<file path="config.mk">
export PLATFORM = sky130hd
export DESIGN_NAME = pin_boot_config
export DESIGN_NICKNAME = d
export VERILOG_FILES = /design/src/rtl/pinboot_pkg.sv /design/src/rtl/pin_boot_config.sv
export SDC_FILE = /design/constraint.sdc
export NUM_CORES = 1
export LEC_CHECK = 0
export BUFFER_PORTS_ARGS = -buffer_cell sky130_fd_sc_hd__buf_2
export CORE_ASPECT_RATIO = 0.5
export CORE_MARGIN = 4
export CORE_UTILIZATION = 40
export CTS_BUF_LIST = sky130_fd_sc_hd__clkbuf_16
export CTS_CLUSTER_DIAMETER = 40
export CTS_CLUSTER_SIZE = 16
export DETAILED_ROUTE_END_ITERATION = 16
export GPL_TIMING_DRIVEN = 0
export PLACE_DENSITY = 0.74
export SLEW_MARGIN = 10
export SYNTH_ARGS = -nofsm -noshare
export SYNTH_HDL_FRONTEND = slang
export SYNTH_SLANG_ARGS = --single-unit
export TNS_END_PERCENT = 30
</file>
<file path="constraint.sdc">
create_clock -name core_clk -period 3.2 [get_ports core_clk]
set_input_delay 0.32 -clock core_clk [delete_from_list [all_inputs] [get_ports core_clk]]
set_output_delay 0.32 -clock core_clk [all_outputs]
set_load 0.005 [all_outputs]
</file>
<file path="src/rtl/pinboot_pkg.sv">
// Purpose: Shared constants and types for the boot pin and crystal control block.
// Assumes: Register words are 16 bits wide and sit at their printed offsets.
// Notes:   Status, mask and pin data registers sit at offsets of our own.
package pinboot_pkg;

	localparam int ADDR_W = 16;
	localparam int DATA_W = 16;

	localparam logic [15:0] PIN1_BOOT_CONFIG_ADDR = 16'h781A;
	localparam logic [15:0] PIN2_BOOT_CONFIG_ADDR = 16'h781B;
	localparam logic [15:0] IRQ_STATUS_ADDR       = 16'h7810;
	localparam logic [15:0] IRQ_MASK_ADDR         = 16'h7811;
	localparam logic [15:0] PIN_DATA_ADDR         = 16'h7812;

	// Field positions inside a boot config word.
	localparam int CFG_LSB      = 8;
	localparam int FN_LSB       = 4;
	localparam int CRYSTAL_OSC_ENABLE_BIT = 2;
	localparam int CRYSTAL_STARTUP_INHIBIT_BIT = 1;

	// Pin data register: output values low, synchronised input levels high.
	localparam int PIN1_OUT_BIT = 0;
	localparam int PIN2_OUT_BIT = 1;
	localparam int PIN1_IN_BIT  = 8;
	localparam int PIN2_IN_BIT  = 9;

	// Interrupt status and mask layout.
	localparam int IRQ_W        = 3;
	localparam int IRQ_PIN1_BIT = 0;
	localparam int IRQ_PIN2_BIT = 1;
	localparam int IRQ_XTAL_BIT = 2;

	// Pin configuration, the upper byte of a boot config word.
	typedef struct packed {
		logic       dir_input;
		logic [1:0] pull;
		logic       irq_both_edges;
		logic       supply_sel;
		logic       polarity_high;
		logic       open_drain;
		logic       enable;
	} pin_cfg_t;

	localparam pin_cfg_t PIN_CFG_RST = 8'hA4;
	localparam logic [3:0] FN_RST    = 4'h0;
	localparam logic [1:0] PULL_NONE = 2'h0;
	localparam logic [1:0] PULL_DOWN = 2'h1;
	localparam logic [1:0] PULL_UP   = 2'h2;

	// Pad-facing drive signals of one pin.
	typedef struct packed {
		logic out;
		logic oe;
		logic pull_up;
		logic pull_down;
		logic supply_sel;
	} pin_drive_t;

	// Output function codes of the first pin.
	localparam logic [3:0] FN_GPIO_OUT    = 4'h0;
	localparam logic [3:0] FN_OSC32K      = 4'h1;
	localparam logic [3:0] FN_ON_STATE    = 4'h2;
	localparam logic [3:0] FN_SLEEP_STATE = 4'h3;
	localparam logic [3:0] FN_STATE_CHG   = 4'h4;
	localparam logic [3:0] FN_DVS1_DONE   = 4'h8;
	localparam logic [3:0] FN_DVS2_DONE   = 4'h9;
	localparam logic [3:0] FN_EXT_PWR_EN1 = 4'hA;
	localparam logic [3:0] FN_EXT_PWR_EN2 = 4'hB;
	localparam logic [3:0] FN_SYS_GOOD    = 4'hC;
	localparam logic [3:0] FN_CONVERTER_POWER_GOOD    = 4'hD;
	localparam logic [3:0] FN_EXT_CLK     = 4'hE;
	localparam logic [3:0] FN_AUX_RESET   = 4'hF;

	typedef enum logic [1:0] {
		PS_OFF,
		PS_ON,
		PS_SLEEP,
		PS_BACKUP
	} pwr_state_t;

	// External power clock derived from the core clock.
	localparam int CORE_CLK_HZ  = 10_000_000;
	localparam int EXT_CLK_HZ   = 2_000_000;
	localparam int EXT_CLK_DIV  = CORE_CLK_HZ / EXT_CLK_HZ;
	localparam logic [2:0] EXT_DIV_LAST = 3'(EXT_CLK_DIV - 1);
	localparam logic [2:0] EXT_DIV_HIGH = 3'(EXT_CLK_DIV / 2);

endpackage

</file>
<file path="src/rtl/pin_boot_config.sv">
// Purpose: Boot configured pin pair with crystal oscillator control.
// Assumes: All request inputs except pads, the 32 kHz clock and crystal valid are core_clk logic.
// Notes:   Read data appear one cycle after the read strobe.
// Functional notes
// - First pin function field selects by direction.
// - Codes 8..11: scaling done, external enables.
// - Codes 12, 13: supply good, power good.
// - Code 14 two MHz clock, 15 reset.
// - Crystal enable gates oscillator in off/on/sleep.
// - Backup state uses the backup enable.
// - Crystal enable writable only during config load.
// - Inhibit clear: RC clock until crystal valid.
// - Inhibit set: on transition waits for crystal.
// - Second pin enable tristates; direction bit selects.
// - Pull field: none, down, up, reserved.
// - Single edge mode follows polarity.
// - Both edges mode ignores polarity.
// - Supply domain bit selects pin supply.
// - Polarity bit inverts pin when clear.
// - Output type: push-pull or open drain.
`timescale 1ns/1ns
`default_nettype none

module pin_port
	import pinboot_pkg::*;
(
	input  wire logic                    core_clk,
	input  wire logic                    rstn,
	input  wire pinboot_pkg::pin_cfg_t   cfg,
	input  wire logic                    out_value,
	input  wire logic                    pad_in,
	output pinboot_pkg::pin_drive_t      drive,
	output logic                         in_level,
	output logic                         edge_pulse
);
	logic pad_s1_q;
	logic pad_s2_q;
	logic pad_prev_q;
	logic lvl_now;
	logic lvl_prev;
	logic active_input;
	logic drv_value;

	always_ff @(posedge core_clk or negedge rstn) begin
		if (!rstn) begin
			pad_s1_q   <= 1'b0;
			pad_s2_q   <= 1'b0;
			pad_prev_q <= 1'b0;
		end else begin
			pad_s1_q   <= pad_in;
			pad_s2_q   <= pad_s1_q;
			pad_prev_q <= pad_s2_q;
		end
	end

	// Polarity is folded in so the single edge case is always a rising edge.
	assign lvl_now      = pad_s2_q ^ ~cfg.polarity_high;
	assign lvl_prev     = pad_prev_q ^ ~cfg.polarity_high;
	assign in_level     = lvl_now;
	assign active_input = cfg.enable && cfg.dir_input;
	assign drv_value    = out_value ^ ~cfg.polarity_high;

	always_comb begin
		edge_pulse = 1'b0;
		if (active_input) begin
			if (cfg.irq_both_edges) begin
				edge_pulse = lvl_now != lvl_prev;
			end else begin
				edge_pulse = lvl_now && !lvl_prev;
			end
		end
	end

	always_ff @(posedge core_clk or negedge rstn) begin
		if (!rstn) begin
			drive <= '0;
		end else begin
			drive.pull_up    <= cfg.pull == PULL_UP;
			drive.pull_down  <= cfg.pull == PULL_DOWN;
			drive.supply_sel <= cfg.supply_sel;
			if (!cfg.enable || cfg.dir_input) begin
				drive.oe  <= 1'b0;
				drive.out <= 1'b0;
			end else if (cfg.open_drain) begin
				drive.oe  <= !drv_value;
				drive.out <= 1'b0;
			end else begin
				drive.oe  <= 1'b1;
				drive.out <= drv_value;
			end
		end
	end
endmodule

module pin_boot_config
	import pinboot_pkg::*;
(
	input  wire logic                         core_clk,
	input  wire logic                         rstn,
	input  wire logic [pinboot_pkg::ADDR_W-1:0] addr,
	input  wire logic [pinboot_pkg::DATA_W-1:0] wdata,
	input  wire logic                         wr_en,
	input  wire logic                         rd_en,
	output logic [pinboot_pkg::DATA_W-1:0]    rdata,
	input  wire logic                         config_load,
	input  wire pinboot_pkg::pwr_state_t      power_state,
	input  wire logic                         crystal_backup_enable,
	input  wire logic                         crystal_valid,
	input  wire logic                         on_request,
	output logic                              on_permit,
	output logic                              crystal_osc_enable,
	output logic                              clock_output_from_rc,
	input  wire logic                         osc32k_clk,
	input  wire logic                         on_state,
	input  wire logic                         sleep_state,
	input  wire logic                         state_change,
	input  wire logic                         dvs1_done,
	input  wire logic                         dvs2_done,
	input  wire logic                         ext_pwr_en1,
	input  wire logic                         ext_pwr_en2,
	input  wire logic                         system_supply_good,
	input  wire logic                         converter_power_good,
	input  wire logic                         aux_reset,
	output logic [3:0]                        pin1_input_function,
	output logic                              pin1_input_level,
	output logic                              pin2_input_level,
	input  wire logic                         pin1_pad_in,
	output pinboot_pkg::pin_drive_t           pin1_drive,
	input  wire logic                         pin2_pad_in,
	output pinboot_pkg::pin_drive_t           pin2_drive,
	output logic                              irq
);
	import pinboot_pkg::*;

	pin_cfg_t         pin1_cfg_q;
	pin_cfg_t         pin2_cfg_q;
	logic [3:0]       pin1_fn_q;
	logic             crystal_osc_enable_q;
	logic             crystal_startup_inhibit_q;
	logic             pin1_out_q;
	logic             pin2_out_q;
	logic [IRQ_W-1:0] irq_status_q;
	logic [IRQ_W-1:0] irq_status_d;
	logic [IRQ_W-1:0] irq_mask_q;
	logic [IRQ_W-1:0] irq_set;
	logic [IRQ_W-1:0] irq_clr;
	logic             xv_s1_q;
	logic             xv_s2_q;
	logic             xv_prev_q;
	logic             o32_s1_q;
	logic             o32_s2_q;
	logic [2:0]       ext_div_q;
	logic             ext_clk_q;
	logic             pin1_src;
	logic             pin1_edge;
	logic             pin2_edge;
	logic             wr_pin1;
	logic             wr_pin2;

	assign wr_pin1 = wr_en && addr == PIN1_BOOT_CONFIG_ADDR;
	assign wr_pin2 = wr_en && addr == PIN2_BOOT_CONFIG_ADDR;

	always_ff @(posedge core_clk or negedge rstn) begin
		if (!rstn) begin
			pin1_cfg_q <= PIN_CFG_RST;
			pin1_fn_q  <= FN_RST;
			crystal_startup_inhibit_q <= 1'b0;
		end else if (wr_pin1) begin
			pin1_cfg_q <= wdata[CFG_LSB +: 8];
			pin1_fn_q  <= wdata[FN_LSB +: 4];
			crystal_startup_inhibit_q <= wdata[CRYSTAL_STARTUP_INHIBIT_BIT];
		end
	end

	// The crystal enable is fixed once boot loading is over.
	always_ff @(posedge core_clk or negedge rstn) begin
		if (!rstn) begin
			crystal_osc_enable_q <= 1'b0;
		end else if (wr_pin1 && config_load) begin
			crystal_osc_enable_q <= wdata[CRYSTAL_OSC_ENABLE_BIT];
		end
	end

	always_ff @(posedge core_clk or negedge rstn) begin
		if (!rstn) begin
			pin2_cfg_q <= PIN_CFG_RST;
		end else if (wr_pin2) begin
			pin2_cfg_q <= wdata[CFG_LSB +: 8];
		end
	end

	always_ff @(posedge core_clk or negedge rstn) begin
		if (!rstn) begin
			pin1_out_q <= 1'b0;
			pin2_out_q <= 1'b0;
		end else if (wr_en && addr == PIN_DATA_ADDR) begin
			pin1_out_q <= wdata[PIN1_OUT_BIT];
			pin2_out_q <= wdata[PIN2_OUT_BIT];
		end
	end

	always_ff @(posedge core_clk or negedge rstn) begin
		if (!rstn) begin
			irq_mask_q <= '0;
		end else if (wr_en && addr == IRQ_MASK_ADDR) begin
			irq_mask_q <= wdata[IRQ_W-1:0];
		end
	end

	always_ff @(posedge core_clk or negedge rstn) begin
		if (!rstn) begin
			xv_s1_q   <= 1'b0;
			xv_s2_q   <= 1'b0;
			xv_prev_q <= 1'b0;
			o32_s1_q  <= 1'b0;
			o32_s2_q  <= 1'b0;
		end else begin
			xv_s1_q   <= crystal_valid;
			xv_s2_q   <= xv_s1_q;
			xv_prev_q <= xv_s2_q;
			o32_s1_q  <= osc32k_clk;
			o32_s2_q  <= o32_s1_q;
		end
	end

	// Divide by five gives 2 MHz; the duty cycle is two fifths high.
	always_ff @(posedge core_clk or negedge rstn) begin
		if (!rstn) begin
			ext_div_q <= '0;
			ext_clk_q <= 1'b0;
		end else begin
			ext_div_q <= (ext_div_q == EXT_DIV_LAST) ? 3'h0 : ext_div_q + 3'h1;
			ext_clk_q <= ext_div_q < EXT_DIV_HIGH;
		end
	end

	always_ff @(posedge core_clk or negedge rstn) begin
		if (!rstn) begin
			crystal_osc_enable   <= 1'b0;
			clock_output_from_rc <= 1'b1;
			on_permit            <= 1'b0;
		end else begin
			if (power_state == PS_BACKUP) begin
				crystal_osc_enable <= crystal_backup_enable;
			end else begin
				crystal_osc_enable <= crystal_osc_enable_q;
			end
			clock_output_from_rc <= !xv_s2_q;
			on_permit            <= on_request && (!crystal_startup_inhibit_q || xv_s2_q);
		end
	end

	// Reserved output codes select a constant low source.
	always_comb begin
		case (pin1_fn_q)
			FN_GPIO_OUT:    pin1_src = pin1_out_q;
			FN_OSC32K:      pin1_src = o32_s2_q;
			FN_ON_STATE:    pin1_src = on_state;
			FN_SLEEP_STATE: pin1_src = sleep_state;
			FN_STATE_CHG:   pin1_src = state_change;
			FN_DVS1_DONE:   pin1_src = dvs1_done;
			FN_DVS2_DONE:   pin1_src = dvs2_done;
			FN_EXT_PWR_EN1: pin1_src = ext_pwr_en1;
			FN_EXT_PWR_EN2: pin1_src = ext_pwr_en2;
			FN_SYS_GOOD:    pin1_src = system_supply_good;
			FN_CONVERTER_POWER_GOOD:    pin1_src = converter_power_good;
			FN_EXT_CLK:     pin1_src = ext_clk_q;
			FN_AUX_RESET:   pin1_src = aux_reset;
			default:        pin1_src = 1'b0;
		endcase
	end

	// In input direction the code is handed to the input function decoders.
	assign pin1_input_function = pin1_cfg_q.dir_input ? pin1_fn_q : FN_RST;

	pin_port u_pin1 (
		.core_clk   (core_clk),
		.rstn       (rstn),
		.cfg        (pin1_cfg_q),
		.out_value  (pin1_src),
		.pad_in     (pin1_pad_in),
		.drive      (pin1_drive),
		.in_level   (pin1_input_level),
		.edge_pulse (pin1_edge)
	);

	pin_port u_pin2 (
		.core_clk   (core_clk),
		.rstn       (rstn),
		.cfg        (pin2_cfg_q),
		.out_value  (pin2_out_q),
		.pad_in     (pin2_pad_in),
		.drive      (pin2_drive),
		.in_level   (pin2_input_level),
		.edge_pulse (pin2_edge)
	);

	// A new event in the clearing cycle survives the clear.
	always_comb begin
		irq_set               = '0;
		irq_set[IRQ_PIN1_BIT] = pin1_edge;
		irq_set[IRQ_PIN2_BIT] = pin2_edge;
		irq_set[IRQ_XTAL_BIT] = xv_s2_q && !xv_prev_q;
		irq_clr               = '0;
		if (wr_en && addr == IRQ_STATUS_ADDR) begin
			irq_clr = wdata[IRQ_W-1:0];
		end
		irq_status_d = (irq_status_q & ~irq_clr) | irq_set;
	end

	always_ff @(posedge core_clk or negedge rstn) begin
		if (!rstn) begin
			irq_status_q <= '0;
		end else begin
			irq_status_q <= irq_status_d;
		end
	end

	assign irq = |(irq_status_q & irq_mask_q);

	always_ff @(posedge core_clk or negedge rstn) begin
		if (!rstn) begin
			rdata <= '0;
		end else if (rd_en) begin
			if (addr == PIN1_BOOT_CONFIG_ADDR) begin
				rdata <= {pin1_cfg_q, pin1_fn_q, 1'b0, crystal_osc_enable_q, crystal_startup_inhibit_q, 1'b0};
			end else if (addr == PIN2_BOOT_CONFIG_ADDR) begin
				rdata <= {pin2_cfg_q, 8'h00};
			end else if (addr == IRQ_STATUS_ADDR) begin
				rdata <= {13'h0000, irq_status_q};
			end else if (addr == IRQ_MASK_ADDR) begin
				rdata <= {13'h0000, irq_mask_q};
			end else if (addr == PIN_DATA_ADDR) begin
				rdata <= {6'h00, pin2_input_level, pin1_input_level,
					6'h00, pin2_out_q, pin1_out_q};
			end else begin
				rdata <= '0;
			end
		end else begin
			rdata <= '0;
		end
	end

	// Helper: an output pin driving non-inverted push-pull.
	logic pin1_plain_out;
	assign pin1_plain_out = pin1_cfg_q.enable && !pin1_cfg_q.dir_input &&
		pin1_cfg_q.polarity_high && !pin1_cfg_q.open_drain;

	a_fn_dvs_done: assert property (@(posedge core_clk) disable iff (!rstn)
		pin1_plain_out && pin1_fn_q == FN_DVS1_DONE |=> pin1_drive.out == $past(dvs1_done))
		else $error("Pin one does not show converter one scaling done.");

	a_fn_supply_good: assert property (@(posedge core_clk) disable iff (!rstn)
		pin1_plain_out && pin1_fn_q == FN_SYS_GOOD |=> pin1_drive.out == $past(system_supply_good))
		else $error("Pin one does not show system supply good.");

	a_fn_ext_clock: assert property (@(posedge core_clk) disable iff (!rstn)
		$rose(ext_clk_q) |=> ext_clk_q ##1 !ext_clk_q [*3] ##1 ext_clk_q)
		else $error("External power clock period is not five core cycles.");

	a_crystal_enable: assert property (@(posedge core_clk) disable iff (!rstn)
		power_state != PS_BACKUP |=> crystal_osc_enable == $past(crystal_osc_enable_q))
		else $error("Crystal enable does not follow its config bit.");

	a_crystal_backup: assert property (@(posedge core_clk) disable iff (!rstn)
		power_state == PS_BACKUP |=> crystal_osc_enable == $past(crystal_backup_enable))
		else $error("Backup crystal enable is not honoured.");

	a_crystal_lock: assert property (@(posedge core_clk) disable iff (!rstn)
		!config_load |=> $stable(crystal_osc_enable_q))
		else $error("Crystal enable changed outside config loading.");

	a_rc_until_valid: assert property (@(posedge core_clk) disable iff (!rstn)
		!crystal_valid [*3] |=> clock_output_from_rc)
		else $error("Clock output left the RC source before crystal valid.");

	a_on_inhibit: assert property (@(posedge core_clk) disable iff (!rstn)
		crystal_startup_inhibit_q && !xv_s2_q |=> !on_permit)
		else $error("On transition permitted before crystal valid.");

	a_pin_tristate: assert property (@(posedge core_clk) disable iff (!rstn)
		!pin2_cfg_q.enable || pin2_cfg_q.dir_input |=> !pin2_drive.oe)
		else $error("Disabled or input pin two is driven.");

	a_open_drain: assert property (@(posedge core_clk) disable iff (!rstn)
		pin2_cfg_q.open_drain && !pin2_cfg_q.dir_input |=> !pin2_drive.out)
		else $error("Open drain pin two drives high.");

	a_pull_decode: assert property (@(posedge core_clk) disable iff (!rstn)
		pin2_cfg_q.pull == PULL_NONE |=> !pin2_drive.pull_up && !pin2_drive.pull_down)
		else $error("Pull resistor enabled with no pull selected.");

	a_irq_sticky: assert property (@(posedge core_clk) disable iff (!rstn)
		pin2_edge |=> irq_status_q[IRQ_PIN2_BIT] ##1 irq_status_q[IRQ_PIN2_BIT] ||
			$past(wr_en && addr == IRQ_STATUS_ADDR))
		else $error("Pin two edge flag not latched.");

endmodule

`default_nettype wire

</file>
# After elaboration in Yosys (flattened, before gate mapping)
# Index checks and enable logic that the tools add are counted.
[totals]
register_bits = 74
input_bits = 55
output_inout_bits = 36
[classes]
n_lt_le_gt_ge = 1
addsub = 1
n_reduce_logical = 26
eq_ne = 25
n_bitwise = 12
n_mux = 19
[op_table]
columns = ["cell", "n"]
rows = [
  ["equality test 16 x 15 -> 1 bit, second input constant", 5],
  ["two-way mux 16 bit", 3],
  ["equality test 4 bit, second input constant", 8],
  ["two-way mux 10 bit", 3],
  ["case mux 1 bit (13 select lines)", 1],
  ["logical AND 1 bit", 12],
  ["zero test 1 bit", 9],
  ["equality test 4 x 2 -> 1 bit, second input constant", 2],
  ["two-way mux 2 bit", 4],
  ["bitwise AND 3 bit", 2],
  ["equality test 2 bit, second input constant", 3],
  ["two-way mux 3 bit", 2],
  ["bitwise XOR 1 bit", 6],
  ["two-way mux 1 bit", 5],
  ["equality test 2 x 1 -> 1 bit, second input constant", 2],
  ["equality test 4 x 1 -> 1 bit, second input constant", 1],
  ["equality test 4 x 3 -> 1 bit, second input constant", 1],
  ["zero test 4 bit", 1],
  ["two-way mux 4 bit", 1],
  ["adder 3 x 1 -> 3 bit, second input constant", 1],
  ["equality test 3 bit, second input constant", 1],
  ["logical OR 1 bit", 3],
  ["< comparator 3 x 2 -> 1 bit, second input constant", 1],
  ["inverter 3 bit", 1],
  ["other kinds (4)", 6],
]

# Logic depth before layout (Yosys ltp)
# Gate-level depths: netlist (run 1).
[logic_depth]
depth_word = 8
depth_mapped = 6
ltp_nobuf = 5

# By module
# Synthesis (run 1) repeated with hierarchy kept, for this count alone.
[unflattened]
cells_unflattened = 227
area_unflattened_um2 = 3005.4
[modules_own_cells]
columns = ["mod", "n_inst", "area_per_inst_um2", "cells_each"]
rows = [
  ["pin_boot_config", 1, 2437.3, 187],
  ["pin_port", 2, 284.0, 20],
]

# Worst setup path after synthesis (run 1)
# OpenSTA, ideal clock, no wires.
[synth_path]
path_type = "input -> register"
from = "input addr[2] in the netlist's numbering"
to = "register pin1_cfg_q[1] in the netlist's numbering"
setup_slack_ns = 1.410
path_stages = 5
setup_ns = 0.125
t_arrival_ns = 1.665
required_ns = 3.075
path_buffers = 1
path_cell_list = "nor4b_4 nand4_4 nor4_4 buf_6 mux2_2"
[synth_via]
elab_chain_cells = 2
[synth_rtl]
columns = ["item", "line", "text"]
rows = [
  ["start: declaration", "pin_boot_config.sv:100", "input wire logic [pinboot_pkg::ADDR_W-1:0] addr,"],
  ["equality test 16 x 15 -> 1 bit", "pin_boot_config.sv:160", "assign wr_pin1 = wr_en && addr == PIN1_BOOT_CONFIG_ADDR;"],
  ["logical AND 1 bit", "pin_boot_config.sv:160", ""],
  ["end signal: assignment", "pin_boot_config.sv:169", "pin1_cfg_q <= wdata[CFG_LSB +: 8];"],
  ["end: declaration", "pin_boot_config.sv:135", "pin_cfg_t pin1_cfg_q;"],
]
# No other way between the ends.
# A chain may end at the register's enable or synchronous reset.

# Worst setup path after layout (run 1)
[layout_path]
from = "register pin1_cfg_q[2] in the netlist's numbering"
to = "output pin1_input_level"
[layout_via]
elab_chain_cells = 2
[layout_rtl]
columns = ["item", "line", "text"]
rows = [
  ["inverter 1 bit", "pin_boot_config.sv:57", "assign lvl_now = pad_s2_q ^ ~cfg.polarity_high;"],
  ["bitwise XOR 1 bit", "pin_boot_config.sv:57", ""],
  ["end: declaration", "pin_boot_config.sv:125", "output logic pin1_input_level,"],
]
# No other way between the ends.

==> impl_summary.txt, run 1 <==
----------------------------------------------------
[Floorplan]
  FP Rows ... 22
  Core ar. ... 0.00740 mm2
  Overall die height ... between 70 and 80 um
  Initial core utilization ... 41.6%
  Top Ports ... 91
  Die outline area ... 0.00924 mm2
  DIE WIDTH ... 132 um

[Route]
  Highest metal used ... met4
  Number of DRC markers in iteration 0 ... 112
  Metal3 WL ... 457 um
  DRC violation count after routing ... 0
  Routed met1 length ... 2760 um
  Via-per-instance ratio ... 4.88
  Routed len/inst ... between 15 and 20 um
  Amount of wire on met2 after detailed routing ... 3280 um
  Total via count in the routed design ... 2,088
  Final routed wirelength across all metal layers ... roughly 6600 um
  ANT nets after route ... 0
  Detailed-routing iteration count for the pre-antenna-repair pass ... 4

[Power and ir drop]
  Cell-internal power ... 1.49 mW
  VDD IR-drop max ... about 0.00026 V
  Switching share of total power ... between 20% and 30%
  Power Density ... roughly 480 mW/mm2
  Switching pwr ... 411 uW
  Combinational Power Share ... 5.1%
  Clock power share ... 45.7%
  Sequential group share of total power ... 49.2%
  Leakage dissipation ... 1.99 nW

[Job]
  Max-cap check violation count ... 0

[Layout]
  Most common cell after layout, fill and taps aside ... sky130_fd_sc_hd__buf_2
  Antenna Diode Count ... 0
  Area growth from synthesis to final layout ... 28.1%
  Commonest non-fill, non-tap cells in the layout ... sky130_fd_sc_hd__buf_2 (88), sky130_fd_sc_hd__dfrtp_1 (66), sky130_fd_sc_hd__mux2_2 (29)
  Nets ... 386
  Area taken by flip-flops and latches ... between 0.0015 and 0.002 mm2
  Fraction of layout instances using a drive strength above 1 ... 45.5%
  Filler cell count in the final layout ... 630
  Combined area of the multi-input logic cells ... 0.00117 mm2

[CTS]
  CTS tree ... done
  Resized Gates After CTS ... 0
  Maximum level of the CTS H-tree ... 3
  Clock latency of the later-clocked register in the worst-skew pair ... about 320 ps
  Clock edge transition at the registers on the reported setup and hold paths ... 60 ps
  Total CTS buffers ... 9
  Clk Tree Root Cell ... sky130_fd_sc_hd__clkbuf_16
  Clock sink count ... 73
  CTS max path bufs ... 2

[Synthesis]
  Synthesized area ... ~0.0031 mm2
  Synth area leaders ... sky130_fd_sc_hd__dfrtp_1 (54%), sky130_fd_sc_hd__mux2_2 (11%), sky130_fd_sc_hd__dfstp_2 (6.0%)
  Synthesized instance count ... 226
  Number of nets in the synthesized netlist ... 285
  Number of flip-flops and latches in the synthesized netlist ... 73
  Library cell occupying the most area in the post-synthesis netlist ... sky130_fd_sc_hd__dfrtp_1
  Avg Synthesized Cell Area ... 13.6 um2
  Syn. warnings ... 0
  Number of flops mapped to enable cells by yosys ... 0
  Share of the synthesized area in the top cell type ... 53.7%
  Count of unique library cells instantiated by Yosys ... between 40 and 50
  Share of flip-flops with an asynchronous set or reset ... 100%
  Prevailing post-synth register cell ... sky130_fd_sc_hd__dfrtp_1
  Sequential element share of the synthesized area ... 59.7%

[Status]
  Status ... complete, no violations

[STA]
  Number of failing setup endpoints in the final timing report ... 0
  Final hold violation count ... 0
  Setup repair after global routing missed its margin ... false
  Worst slew margin relative to its limit ... 54.4%
  Top achievable clock speed ... ~0.53 GHz
  Total negative setup slack ... 0 ps
  Actual transition at the worst max-transition pin ... just under 700 ps
  Final period utilization ... around 59%
  Skew final ... ~4.2 ps
  Final Max Tran Viols ... 0
  Min cycle time layout ... 1900 ps
  Final worst-path setup slack ... 1300 ps

[GRT]
  Pin count of the biggest net entering global routing ... 49
  Global-route congestion overflow total ... 0
  Via count of the first global-routing pass ... 2,271
  Wire length of the first global-routing pass ... between 10,000 and 15,000 um
  Gr usage total ... around 15%
  Initial antenna violation count ... 0

[Critical path]
  Largest fanout on the critical path ... 7
  Type of the worst setup path ... flip-flop to output port
  Data arrival, critical path ... 1580 ps
  Worst-case register-to-register setup slack ... 1350 ps
  Cells on worst reg2reg path ... 6
  Required time reported for the critical path endpoint ... 2880 ps
  R2R Path Start ... pin1_fn_q[0]
  Capturing element type of the critical path ... output port
  CP startpoint ... pin1_cfg_q[2]
  Crit path launch type ... flip-flop
  Capture point of the worst path ... pin1_input_level
  Worst reg2reg path endpoint ... u_pin1.drive[4]

[Placement]
  Worst Setup Slack post-DPL ... a little over 1000 ps
  Dpl hpwl ... a little over 5000 um
  Count of buffers from port buffering ... 88
  Final RePlAce weighted congestion ... a little over 0.8

[Min path]
  Kind of path behind the tightest hold check ... input port to flip-flop

----------------------------------------------------
-- critical path, stage by stage, from the launching register on --
cell and delay (ps):
sky130_fd_sc_hd__dfstp_2 510, sky130_fd_sc_hd__clkbuf_1 260, sky130_fd_sc_hd__xnor2_1 280, sky130_fd_sc_hd__buf_2 200
-- power by group through the flow --
| stage | Clock (mW) | Sequential, mW | Combinational, mW |
|---|---|---|---|
| floorplan | 0 | 0.953 | 0.0281 |
| global route | 0.933 | 0.937 | 0.109 |
| CTS | 0.890 | 0.937 | 0.0988 |
| finish | 0.870 | 0.937 | 0.0965 |
| detailed placement | 0 | 0.953 | 0.0975 |
| global placement | 0 | 0.952 | 0.0894 |
-- cells in the mapped netlist (all sizes together) (2+ instances only) --
cell,instances
nor3,3
nand3b,2
o21ai,5
and2,5
mux4,2
inv,8
xnor2,3
nor4b,2
ha,4
nand4,4
nor2,14
nor2b,6
a21boi,2
a22oi,2
clkbuf,4
nand2,9
mux2i,13
o31ai,2
nor3b,6
a32o,2
mux2,30
xor2,2
nand2b,3
dfstp,7
dfrtp,66
a21oi,4
buf,3
nor4,3
-- how the worst min path moves through the flow --
stage                              from            endpoint  slack, ps  cells after the start
final                        osc32k_clk            o32_s1_q        100                      1
after global routing      crystal_valid             xv_s1_q         90                      1
after CTS                 crystal_valid             xv_s1_q         90                      1
after detailed placement           rstn       pin1_cfg_q[6]        250                      1
after global placement          xv_s1_q             xv_s2_q        330                      0
after floorplan                    rstn  crystal_osc_enable         20                      0
-- registers in the layout (all words and copies together) (netlist names), 3 cells and up --
register      cells
pin1_cfg_q        8
irq_mask_q        3
u_pin1.drive      5
pin2_cfg_q        8
pin1_fn_q         4
irq_status_q      3
rdata            15
ext_div_q         3
u_pin2.drive      5
-- final cells by class --
type | instances | share of cell area, %
plain buffers | 7 | 0.984
multi-input cells | 138 | 29.7
clock buffers | 9 | 5.71
flip-flops and latches | 73 | 46.6
well taps | 96 | 3.05
clock inverters | 7 | 1.02
repair buffers | 90 | 12.2
inverters | 8 | 0.762
-- metrics by stage --
stage | hold WS (ps) | utilization, % | instance area, um2 | power (mW) | instances
after floorplan | 24.4 | - | 3080 | 0.981 | 226
after global placement | 333 | 49.1 | 3640 | 1.04 | 410
after detailed placement | 250 | 49.5 | 3670 | 1.05 | 411
after CTS | 90.4 | 53.2 | 3940 | 1.93 | 428
after global routing | 87.6 | 53.2 | 3940 | 1.98 | 428
final | 103 | 53.2 | 3940 | 1.90 | 428
-- routing by layer --
| layer | GRT usage (%) | vias up |
|---|---|---|
| li1 | - | 1000 |
| met1 | 17.6 | 1024 |
| met2 | 26.1 | 55 |
| met3 | 6.19 | 9 |
| met4 | 5.01 | 0 |
| met5 | 0 | - |
-- logic make-up after synthesis --
kind of cell             Yosys count  share of synthesized area [%]
AO/OA/AOI/OAI                     21                           4.88
XOR/XNOR                           5                           1.42
other                              1                          0.122
buffers and inverters             15                           2.24
flip-flops                        73                           59.7
adder cells (fa/ha/maj)            4                           1.63
multiplexers                      45                           16.7
AND/OR/NAND/NOR                   62                           13.4
-- what timing repair did --
action,CTS,global route
buffers inserted,0,0
endpoints found under the hold margin,23,0
setup endpoints to repair,0,0
hold buffers,1,0
Power figures use the tool's default switching activity.
==> run 2, diff against run 1 <==
==> constraint.sdc (replaced) <==
create_clock -name core_clk -period 2 [get_ports core_clk]
set_input_delay 0.2 -clock core_clk [delete_from_list [all_inputs] [get_ports core_clk]]
set_output_delay 0.2 -clock core_clk [all_outputs]
set_load 0.005 [all_outputs]
==> run 2 against run 1 <==
Worst setup slack got worse by 1100 ps. Critical endpoint is now u_pin1.drive[4]. Critical path type is now flip-flop to flip-flop. Via count is 1.3% higher. Final area grew 1.2%. Highest routed layer unchanged. Wire length is 1.3% higher. Sequential power up 60%. Clock power grew 60%.
==> impl_summary.txt, run 2 (synthesized netlist as in run 1, its figures left out) <==
----------------------------------------------------
[Critical path]
  Required time reported for the critical path endpoint ... 2200 ps (-680 ps)
  Capturing element type of the critical path ... flip-flop
  Largest fanout on the critical path ... 8 (+1)
  Data arrival, critical path ... 2030 ps (+450 ps)
  Type of the worst setup path ... flip-flop to flip-flop
  Crit path launch type ... flip-flop

[Power and ir drop]
  Clock power share ... 45.6% (about the same)
  Power Density ... 765 mW/mm2 (+58%)
  Cell-internal power ... 2.39 mW (+60%)
  Sequential group share of total power ... 49.2% (about the same)
  VDD IR-drop max ... 0.000409 V (+60%)
  Switching pwr ... 657 uW (+60%)
  Combinational Power Share ... 5.3% (+0.2 points)
  Leakage dissipation ... 2.01 nW (+1.0%)
  Switching share of total power ... 21.5% (-0.055 points)

[Floorplan]
  Top Ports ... 91 (unchanged)
  Overall die height ... 70.0 um (unchanged)
  DIE WIDTH ... 132 um (unchanged)
  FP Rows ... 22 (unchanged)
  Initial core utilization ... 41.6% (unchanged)
  Die outline area ... 0.00924 mm2 (unchanged)
  Core ar. ... 0.00740 mm2 (unchanged)

[GRT]
  Pin count of the biggest net entering global routing ... 49 (unchanged)
  Gr usage total ... 15.4% (+0.14 points)
  Initial antenna violation count ... 0 (unchanged)
  Via count of the first global-routing pass ... 2,302 (+1.4%)
  Global-route congestion overflow total ... 0 (unchanged)
  Wire length of the first global-routing pass ... 11,300 um (+0.86%)

[CTS]
  Maximum level of the CTS H-tree ... 3 (unchanged)
  Clock latency of the later-clocked register in the worst-skew pair ... 330 ps (about the same)
  Clk Tree Root Cell ... sky130_fd_sc_hd__clkbuf_16
  CTS tree ... done
  Clock edge transition at the registers on the reported setup and hold paths ... 60 ps (about the same)
  Clock sink count ... 73 (unchanged)
  Total CTS buffers ... 9 (unchanged)
  CTS max path bufs ... 2 (unchanged)

[Layout]
  Antenna Diode Count ... 0 (unchanged)
  Registers with the most flip-flops ... rdata (15), pin1_cfg_q (8), pin2_cfg_q (8)
  Flip-flop count of the largest register after layout ... 15 (unchanged)
  Top register by number of flip-flops ... rdata
  Final cell area excluding filler cells ... 0.00399 mm2 (+1.2%)
  Fraction of layout instances using a drive strength above 1 ... 45.2% (-0.24 points)
  Area growth from synthesis to final layout ... 29.6%
  Filler cell count in the final layout ... 620 (-1.6%)
  Commonest non-fill, non-tap cells in the layout ... sky130_fd_sc_hd__buf_2 (88), sky130_fd_sc_hd__dfrtp_1 (66), sky130_fd_sc_hd__mux2_2 (29)
  Most common cell after layout, fill and taps aside ... sky130_fd_sc_hd__buf_2
  Nets ... 390 (+1.0%)

[Route]
  Total via count in the routed design ... 2,115 (+1.3%)
  Via-per-instance ratio ... 4.90 (+0.36%)
  Routed len/inst ... 15.4 um (+0.37%)
  ANT nets after route ... 0 (unchanged)
  Number of DRC markers in iteration 0 ... 115 (+2.7%)
  Final routed wirelength across all metal layers ... 6670 um (+1.3%)
  DRC violation count after routing ... 0 (unchanged)
  Detailed-routing iteration count for the pre-antenna-repair pass ... 5 (+1)

[Placement]
  Worst Setup Slack post-DPL ... -40.1 ps (-1080 ps)
  Area post-placement ... 0.00367 mm2 (unchanged)
  Dpl hpwl ... 5050 um (unchanged)
  Count of buffers from port buffering ... 88 (unchanged)
  Final RePlAce weighted congestion ... 0.826 (unchanged)

[STA]
  Setup repair after global routing missed its margin ... false
  Worst slew margin relative to its limit ... 54.4% (about the same)
  Skew final ... 4.61 ps (+0.383 ps)
  Final worst-path setup slack ... 172 ps (-1130 ps)
  Final Max Tran Viols ... 0 (unchanged)
  Top achievable clock speed ... 0.547 GHz
  Number of failing setup endpoints in the final timing report ... 0 (unchanged)
  Min cycle time layout ... 1830 ps
  Final period utilization ... 91.4%
  Actual transition at the worst max-transition pin ... 678 ps (-0.107 ps)
  Total negative setup slack ... 0 ps (unchanged)
  Final hold violation count ... 0 (unchanged)

[Job]
  Max-cap check violation count ... 0 (unchanged)

[Status]
  Status ... complete, no violations

[Min path]
  Kind of path behind the tightest hold check ... input port to flip-flop

----------------------------------------------------
-- run 2: layout make-up --
cell class | instances | area, um2 | share of cell area, %
plain buffers | 7 | 38.8 | 0.972
clock buffers | 9 | 225 | 5.65
clock inverters | 7 | 40.0 | 1.00
inverters | 8 | 30.0 | 0.753
multi-input cells | 138 | 1180 | 29.5
flip-flops and latches | 73 | 1840 | 46.0
well taps | 96 | 120 | 3.01
repair buffers | 94 | 520 | 13.0
-- run 2: power by group through the flow --
| stage | Combinational (mW) | Clock [mW] | Sequential (mW) |
|---|---|---|---|
| global placement | 0.143 | 0 | 1.52 |
| detailed placement | 0.156 | 0 | 1.52 |
| floorplan | 0.0450 | 0 | 1.52 |
| global route | 0.181 | 1.49 | 1.50 |
| CTS | 0.164 | 1.42 | 1.50 |
| finish | 0.161 | 1.39 | 1.50 |
-- run 2: through the flow --
stage | total power [mW] | util (%) | std cells | hold slack [ps]
after global routing | 3.17 | 53.9 | 432 | 104
after global placement | 1.67 | 49.1 | 410 | 308
after CTS | 3.09 | 53.8 | 432 | 96.9
after floorplan | 1.57 | - | 226 | -95.6
final | 3.05 | 53.9 | 432 | 105
after detailed placement | 1.68 | 49.5 | 411 | 130
-- run 2: repair_timing --
action,4_1_cts,5_1_grt
hold buffers,5,0
resized for setup,0,1
endpoints found under the hold margin,27,0
endpoints found under the setup margin,0,1
buffers inserted,0,0
-- run 2: path summary, 6_finish.rpt --
kind / from / to / slack, ps / depth (start not counted)
max: pin1_fn_q[0] / u_pin1.drive[4] / 170 / 6
min: wdata[13] / pin1_cfg_q[5] / 100 / 2
max reg2reg: pin1_fn_q[0] / u_pin1.drive[4] / 170 / 6
min reg2reg: xv_s1_q / xv_s2_q / 350 / 0
max in group asynchronous: rstn / clock_output_from_rc / 1050 / 3
min in group asynchronous: rstn / pin1_fn_q[2] / 360 / 2
-- run 2: per-layer routing --
metal	wire [um]	GRT usage (%)	up-vias
met5	0	0	-
li1	-	-	1009
met4	90	5.24	0
met1	2790	17.6	1042
met3	463	6.26	9
met2	3330	26.4	55
-- run 2: worst max-delay path: stages (launching register included) --
cell and delay (ps):
sky130_fd_sc_hd__dfrtp_1 320, sky130_fd_sc_hd__buf_2 210, sky130_fd_sc_hd__mux4_2 520, sky130_fd_sc_hd__mux2i_1 160
sky130_fd_sc_hd__and2_1 190, sky130_fd_sc_hd__o21ai_0 120, sky130_fd_sc_hd__nor4b_2 190
